===== src/design/pmc_params.svh =====
`ifndef PMC_PARAMS_SVH
`define PMC_PARAMS_SVH

// Register byte offsets
`define PMC_OFS_CAP 8'h90
`define PMC_OFS_CSR 8'h94
`define PMC_OFS_ISTAT 8'hc0
`define PMC_OFS_IMASK 8'hc4

// Capability word fields
`define PMC_CAP_ID 8'h01
`define PMC_NEXT_PTR 8'ha8
`define PMC_VERSION 3'h2
`define PMC_AUX_CUR 3'h1
`define PMC_EVT_SUPPORT 5'h19

// Control and status word fields
`define PMC_PS_D0 2'h0
`define PMC_PS_D3 2'h3
`define PMC_PS_RESET 2'h0
`define PMC_PS_LSB 0
`define PMC_EN_BIT 8
`define PMC_ST_BIT 15

// Interrupt status bits
`define PMC_IRQ_WAKE 0
`define PMC_IRQ_DRST 1
`define PMC_IRQ_W 2

// Internal reset pulse length in cycles
`define PMC_RST_CYC 4

`endif


===== src/design/pmc_pkg.sv =====
`default_nettype none
package pmc_pkg;

    typedef enum logic [0:0] {RS_IDLE, RS_HOLD} pmc_rst_state_t;

    typedef struct packed {
        logic [1:0] pstate;
        logic evt_en;
        logic evt_st;
    } pmc_csr_t;

    typedef struct packed {
        logic wr;
        logic rd;
        logic [7:0] addr;
        logic [31:0] wdata;
        logic [3:0] strb;
    } pmc_acc_t;

endpackage
`default_nettype wire


===== src/design/pmc_regs.sv =====
// Overview of operation
// - Next capability pointer reads fixed A8h.
// - Version field reads 010, revision 2.0 compliant.
// - Event clock bit reads zero; no bus clock needed.
// - Special initialisation bit reads zero.
// - D1 and D2 support bits read zero.
// - Event support field reads 11001: D3 cold, D3 hot, D0.
// - Power state: D0 is 00, D3 is 11, resets to 00.
// - Writes of state 01 or 10 are discarded.
// - D3 to D0 write pulses internal reset, bus reset untouched.
// - Event enable is sticky read-write, resets to 0.
// - Data select, scale and data byte all read zero.
// - Secondary B2/B3 support bit reads zero.
// - Secondary power/clock control enable bit reads zero.
`include "pmc_params.svh"
`default_nettype none
module pmc_regs
    import pmc_pkg::*;
#(
    parameter int RST_CYC = `PMC_RST_CYC,
    parameter logic [7:0] CAP_ID = `PMC_CAP_ID
) (
    input wire logic pclk,
    input wire logic presetn,
    input wire logic pcen,
    input wire logic psel,
    input wire logic penable,
    input wire logic pwrite,
    input wire logic [7:0] paddr,
    input wire logic [31:0] pwdata,
    input wire logic [3:0] pstrb,
    output logic [31:0] prdata,
    output logic pready,
    output logic pslverr,
    input wire logic wake_req,
    output logic wake_event_out_n,
    output logic int_reset_n,
    output logic [1:0] power_state,
    output logic irq
);

    ////////////////////////////////////////////////////////////////////
    // Bus decode

    pmc_acc_t acc;
    pmc_csr_t csr;
    pmc_rst_state_t rst_state_r;
    logic [31:0] cap_word;
    logic [31:0] csr_word;
    logic [31:0] rd_val;
    logic hit;
    logic wake_s;
    logic [1:0] ps_r;
    logic [1:0] ps_nxt;
    logic ps_wr;
    logic d3_to_d0;
    logic [7:0] rst_cnt_r;
    logic [`PMC_IRQ_W-1:0] istat;
    logic [`PMC_IRQ_W-1:0] imask_r;
    logic [`PMC_IRQ_W-1:0] istat_clr;
    logic [`PMC_IRQ_W-1:0] istat_set;
    logic [0:0] evst;
    logic evst_clr;
    logic evt_en_r;
    logic pready_r;
    logic [31:0] prdata_r;
    logic pslverr_r;
    logic wake_n_r;
    logic int_reset_n_r;
    logic irq_r;

    // One wait state: the answer comes from a flop
    assign acc.rd = psel && penable && !pwrite && !pready_r;
    assign acc.wr = psel && penable && pwrite && !pready_r;
    assign acc.addr = paddr;
    assign acc.wdata = pwdata;
    assign acc.strb = pstrb;

    always_comb
    begin
        case (acc.addr)
            `PMC_OFS_CAP, `PMC_OFS_CSR, `PMC_OFS_ISTAT, `PMC_OFS_IMASK:
                hit = 1'b1;
            default:
                hit = 1'b0;
        endcase
    end

    ////////////////////////////////////////////////////////////////////
    // Read words

    assign cap_word = {`PMC_EVT_SUPPORT, 1'b0, 1'b0, `PMC_AUX_CUR,
                       1'b0, 1'b0, 1'b0, `PMC_VERSION,
                       `PMC_NEXT_PTR, CAP_ID};

    assign csr.pstate = ps_r;
    assign csr.evt_en = evt_en_r;
    assign csr.evt_st = evst[0];

    assign csr_word = {8'h00, 1'b0, 1'b0, 6'h00, csr.evt_st, 2'h0,
                       4'h0, csr.evt_en, 6'h00, csr.pstate};

    always_comb
    begin
        case (acc.addr)
            `PMC_OFS_CAP: rd_val = cap_word;
            `PMC_OFS_CSR: rd_val = csr_word;
            `PMC_OFS_ISTAT: rd_val = {30'h0, istat};
            `PMC_OFS_IMASK: rd_val = {30'h0, imask_r};
            default: rd_val = 32'h0;
        endcase
    end

    always_ff @(posedge pclk or negedge presetn)
    begin
        if (!presetn)
        begin
            pready_r <= 1'b0;
            prdata_r <= 32'h0;
            pslverr_r <= 1'b0;
        end
        else if (pcen)
        begin
            pready_r <= acc.rd || acc.wr;
            pslverr_r <= (acc.rd || acc.wr) && !hit;
            if (acc.rd)
                prdata_r <= rd_val;
        end
    end

    ////////////////////////////////////////////////////////////////////
    // Power state

    assign ps_wr = acc.wr && acc.addr == `PMC_OFS_CSR && acc.strb[0];

    always_comb
    begin
        ps_nxt = ps_r;
        if (ps_wr)
        begin
            case (acc.wdata[`PMC_PS_LSB+:2])
                `PMC_PS_D0, `PMC_PS_D3:
                    ps_nxt = acc.wdata[`PMC_PS_LSB+:2];
                default:
                    ps_nxt = ps_r;
            endcase
        end
    end

    assign d3_to_d0 = ps_r == `PMC_PS_D3 && ps_nxt == `PMC_PS_D0;

    always_ff @(posedge pclk or negedge presetn)
    begin
        if (!presetn)
            ps_r <= `PMC_PS_RESET;
        else if (pcen)
            ps_r <= ps_nxt;
    end

    ////////////////////////////////////////////////////////////////////
    // Internal reset

    always_ff @(posedge pclk or negedge presetn)
    begin
        if (!presetn)
        begin
            rst_state_r <= RS_IDLE;
            rst_cnt_r <= 8'h00;
            int_reset_n_r <= 1'b1;
        end
        else if (pcen)
        begin
            case (rst_state_r)
                RS_IDLE:
                begin
                    if (d3_to_d0)
                    begin
                        rst_state_r <= RS_HOLD;
                        rst_cnt_r <= 8'(RST_CYC - 1);
                        int_reset_n_r <= 1'b0;
                    end
                end
                RS_HOLD:
                begin
                    if (rst_cnt_r == 8'h00)
                    begin
                        rst_state_r <= RS_IDLE;
                        int_reset_n_r <= 1'b1;
                    end
                    else
                        rst_cnt_r <= rst_cnt_r - 8'h01;
                end
                default:
                    rst_state_r <= RS_IDLE;
            endcase
        end
    end

    ////////////////////////////////////////////////////////////////////
    // Wake event enable and status

    pmc_sync2 u_wake_sync (
        .clk(pclk),
        .rst_n(presetn),
        .ce(pcen),
        .d(wake_req),
        .q(wake_s)
    );

    // enable kept across the internal reset
    always_ff @(posedge pclk or negedge presetn)
    begin
        if (!presetn)
            evt_en_r <= 1'b0;
        else if (pcen && acc.wr && acc.addr == `PMC_OFS_CSR && acc.strb[1])
            evt_en_r <= acc.wdata[`PMC_EN_BIT];
    end

    // set by wake, write one clears
    assign evst_clr = acc.wr && acc.addr == `PMC_OFS_CSR && acc.strb[1]
                      && acc.wdata[`PMC_ST_BIT];

    pmc_sticky #(
        .W(1)
    ) u_evst (
        .clk(pclk),
        .rst_n(presetn),
        .ce(pcen),
        .set(wake_s),
        .clr(evst_clr),
        .q(evst)
    );

    always_ff @(posedge pclk or negedge presetn)
    begin
        if (!presetn)
            wake_n_r <= 1'b1;
        else if (pcen)
            wake_n_r <= !(evst[0] && evt_en_r);
    end

    ////////////////////////////////////////////////////////////////////
    // Interrupts

    assign istat_set[`PMC_IRQ_WAKE] = wake_s;
    assign istat_set[`PMC_IRQ_DRST] = d3_to_d0;
    assign istat_clr = (acc.wr && acc.addr == `PMC_OFS_ISTAT && acc.strb[0])
                       ? acc.wdata[`PMC_IRQ_W-1:0] : '0;

    pmc_sticky #(
        .W(`PMC_IRQ_W)
    ) u_istat (
        .clk(pclk),
        .rst_n(presetn),
        .ce(pcen),
        .set(istat_set),
        .clr(istat_clr),
        .q(istat)
    );

    always_ff @(posedge pclk or negedge presetn)
    begin
        if (!presetn)
        begin
            imask_r <= '0;
            irq_r <= 1'b0;
        end
        else if (pcen)
        begin
            if (acc.wr && acc.addr == `PMC_OFS_IMASK && acc.strb[0])
                imask_r <= acc.wdata[`PMC_IRQ_W-1:0];
            irq_r <= |(istat & imask_r);
        end
    end

    assign prdata = prdata_r;
    assign pready = pready_r;
    assign pslverr = pslverr_r;
    assign wake_event_out_n = wake_n_r;
    assign int_reset_n = int_reset_n_r;
    assign power_state = ps_r;
    assign irq = irq_r;
endmodule
`default_nettype wire


===== src/design/pmc_sticky.sv =====
`default_nettype none
module pmc_sticky #(
    parameter int W = 2
) (
    input wire logic clk,
    input wire logic rst_n,
    input wire logic ce,
    input wire logic [W-1:0] set,
    input wire logic [W-1:0] clr,
    output logic [W-1:0] q
);
    genvar i;

    // Set beats clear so a coincident event is kept
    generate
        for (i = 0; i < W; i++)
        begin : g_bit
            always_ff @(posedge clk or negedge rst_n)
            begin
                if (!rst_n)
                    q[i] <= 1'b0;
                else if (ce)
                begin
                    if (set[i])
                        q[i] <= 1'b1;
                    else if (clr[i])
                        q[i] <= 1'b0;
                end
            end
        end
    endgenerate
endmodule
`default_nettype wire


===== src/design/pmc_sync2.sv =====
`default_nettype none
module pmc_sync2 (
    input wire logic clk,
    input wire logic rst_n,
    input wire logic ce,
    input wire logic d,
    output logic q
);
    logic meta_r;

    // Only the second stage is visible to logic
    always_ff @(posedge clk or negedge rst_n)
    begin
        if (!rst_n)
        begin
            meta_r <= 1'b0;
            q <= 1'b0;
        end
        else if (ce)
        begin
            meta_r <= d;
            q <= meta_r;
        end
    end
endmodule
`default_nettype wire


===== config.mk =====
export PLATFORM = sky130hd
export DESIGN_NAME = pmc_regs
export DESIGN_NICKNAME = d
export VERILOG_FILES = /design/src/design/pmc_pkg.sv /design/src/design/pmc_regs.sv /design/src/design/pmc_sticky.sv /design/src/design/pmc_sync2.sv
export VERILOG_INCLUDE_DIRS = /design/src /design/src/design
export SDC_FILE = /design/constraint.sdc
export NUM_CORES = 1
export LEC_CHECK = 0
export ABC_AREA = 1
export BUFFER_PORTS_ARGS = -buffer_cell sky130_fd_sc_hd__buf_2
export CAP_MARGIN = 20
export CORE_MARGIN = 2
export CORE_UTILIZATION = 40
export CTS_CLUSTER_SIZE = 16
export DETAILED_ROUTE_END_ITERATION = 8
export PLACE_DENSITY = 0.72
export SLEW_MARGIN = 20
export SYNTH_ARGS = -nofsm -noshare
export SYNTH_HDL_FRONTEND = slang
export SYNTH_SLANG_ARGS = --single-unit

===== constraint.sdc =====
create_clock -name pclk -period 1.7 [get_ports pclk]
set_clock_uncertainty 0.05 [all_clocks]
set_input_delay 0.17 -clock pclk [delete_from_list [all_inputs] [get_ports pclk]]
set_output_delay 0.17 -clock pclk [all_outputs]
set_load 0.03 [all_outputs]

==> metrics <==
Placer Congestion=0.796; # Post-CTS Setup Buffers=0; Max-slew headroom=0.573; WL/cell=10.9 um; WHS Path Cells=3; critical path's slowest cell=dfrtp_1; Max FO, Critical Path=6; Syn Inst Count=234; Clock Path Buffers=2; CP max stage delay=0.39 ns; Switching Share=0.416; WHS=0.0485 ns; Root Driver=clkbuf_8; Antenna Nets Post-Route=0; Hold Crit Class=input port to flop; global-route wire length before repair=6290 um; Setup crit end kind=flop; max-cap viol count=0; final setup fails=0; Cell Area, Synth=0.00182 mm^2; drt drc=0; Die Wd=71.4 um; Hold Fails Final Rpt=0; Clk Latency, worst-skew pair=0.28 ns; critical path class=flop to flop; Initial DRT Pass Iterations=4; outcome=finished clean; most frequent CP cell=nand3_1; Area Overhead vs Synth=12.5%; Initial Util=0.417; period utilization=0.913; core area=0.00435 mm^2; register bit total from synthesis=29; layout cells sized above 1=0.236; startpoint types=flop; R2R Setup Slk=0.15 ns; most frequent cells in the layout=nand2_1 (68), buf_2 (38), dfrtp_1 (27); final instance area=0.00204 mm^2; VDD IR-drop max=0.424 mV; Yosys warning count=0; Net Sw Power=981 uW; RSZ-0062 raised after global routing=false; GRT Total Usage=0.156; Achievable Freq=644 MHz; DR vias/cell=4.70; largest net degree at the start of global routing=30; worst-margin pin slew=0.640 ns; Int Power=1.38 mW; Gate power share=0.385; Final min period=1.55 ns; # rows=24; total congestion overflow=0; Placed Area=0.00195 mm^2; # IOs=90; Leakage Power=1.14 nW; die footprint=0.00509 mm^2; PortBufs=38; CTS clk-pin slew, worst paths=0.06 ns; Sink Count=29; syn avg cell area=7.76 um^2; DPL Wire Length=2760 um; Inserted Clock Buffers=5; final setup TNS=0 ns; initial antenna violation count=0; register area share after synthesis=0.401; antenna cells=0; max-slew violations=0; Pwr Density=1150 mW/mm^2; CTS H-tree lvls=2; First DRT Iteration DRCs=76; part of the power in registers=0.386; Worst Path Required=1.86 ns; most common cell after layout, fill and taps aside=nand2_1; Clk pwr share=0.229; R2R depth=8; die height=71.4 um; post-synth cell types=29; crit-path cells=inv_1, ha_1, nand3_1, nor2_4, a21oi_4, buf_4, nand3_1, nand2_1; Final Core Density=0.469; number of global-route vias before repair=1451; Final nets=327; CP Data Arrival Time=1.72 ns; vias post-DR=1538; routed wire length=3570 um; CTS tree=done
## metrics by stage
step,std cells,total power [mW],worst slack [ns]
after floorplan,254,1.70,0.294
after detailed placement,318,1.83,0.167
final,327,2.36,0.148
after global placement,318,1.81,0.211
after CTS,327,2.37,0.150
after global routing,327,2.55,0.00594
## synthesized netlist by cell type
library cell | instances | area, um^2
buf_4 | 28 | 210
xor2_1 | 2 | 17.5
o211ai_1 | 1 | 7.51
o21ai_0 | 2 | 10.0
nand2_2 | 1 | 6.26
dfstp_2 | 2 | 52.6
nand3_1 | 22 | 110
nand2_4 | 2 | 22.5
nor2_4 | 2 | 22.5
and3_1 | 1 | 6.26
a31oi_1 | 1 | 6.26
conb_1 | 1 | 3.75
a21oi_4 | 1 | 16.3
o21ai_1 | 6 | 30.0
dfrtp_1 | 27 | 676
nand2_8 | 1 | 20.0
nor2_8 | 1 | 20.0
inv_2 | 3 | 11.3
ha_1 | 2 | 25.0
o21bai_1 | 1 | 7.51
nor2_2 | 2 | 12.5
nand4_2 | 2 | 25.0
inv_1 | 17 | 63.8
a21oi_1 | 7 | 35.0
nor2_1 | 26 | 97.6
nand4_1 | 3 | 18.8
nand3_4 | 1 | 17.5
nand2_1 | 68 | 255
xnor2_1 | 1 | 8.76
## per-layer routing
| metal | vias up | global-route usage | share of wire |
|---|---|---|---|
| met1 | 710 | 0.195 | 0.45 |
| met3 | 7 | 0.0422 | 0.058 |
| met5 | - | 0 | 0 |
| li1 | 775 | - | - |
| met2 | 46 | 0.255 | 0.48 |
| met4 | 0 | 0.0671 | 0.015 |
## critical path, delay by kind of cell, from the launching register on
family	cells	cell delay, ns
AOI/OAI and AO/OA	1	0.23
adders and majority gates	1	0.20
DFF	1	0.39
buffers and inverters	2	0.28
and+or+nand+nor	4	0.34
## power by group through the flow
stage / logic, mW / clock network, mW / registers (mW)
after global placement: 0.891 / 0 / 0.917
final: 0.908 / 0.541 / 0.909
after detailed placement: 0.908 / 0 / 0.919
after CTS: 0.911 / 0.550 / 0.909
after global routing: 1.03 / 0.589 / 0.930
after floorplan: 0.740 / 0 / 0.963
## registers in the layout (all words and copies together) (netlist names), 2 cells and up
name,cells
imask_r,2
power_state,2
prdata,5
rst_cnt_r,8
u_istat.q,2
## final cells by class
| class | count | area, um^2 |
|---|---|---|
| timing repair buffer | 41 | 215 |
| multi-input combinational | 177 | 877 |
| clock inverter | 2 | 10.0 |
| tap | 52 | 65.1 |
| fill | 448 | 2310 |
| inverter | 20 | 75.1 |
| sequential | 29 | 728 |
| clock buffer | 6 | 72.6 |
## cells by family after synthesis
| family | count (synthesis) | share of synthesized area |
|---|---|---|
| xor gates and xnor gates | 3 | 0.0145 |
| other | 1 | 0.00207 |
| adders and majority gates | 2 | 0.0138 |
| AOI/OAI and AO/OA | 19 | 0.0620 |
| and+or+nand+nor | 132 | 0.349 |
| buffers and inverters | 48 | 0.157 |
| DFF | 29 | 0.401 |
## final timing paths
check                                endpoint    startpoint
max                              rst_cnt_r[3]  rst_cnt_r[0]
max in group asynchronous              pready       presetn
min reg2reg                  wake_event_out_n      u_evst.q
min                        u_wake_sync.meta_r      wake_req
min in group asynchronous        rst_cnt_r[7]       presetn
max reg2reg                      rst_cnt_r[3]  rst_cnt_r[0]
## repair_timing
| action | 4_1_cts | 5_1_grt |
|---|---|---|
| setup endpoints to repair | 0 | 0 |
| gates resized for setup | 0 | 0 |
| endpoints found under the hold margin | 27 | 0 |
| hold buffers | 1 | 0 |
No activity file was read; power rests on OpenSTA's default activity.
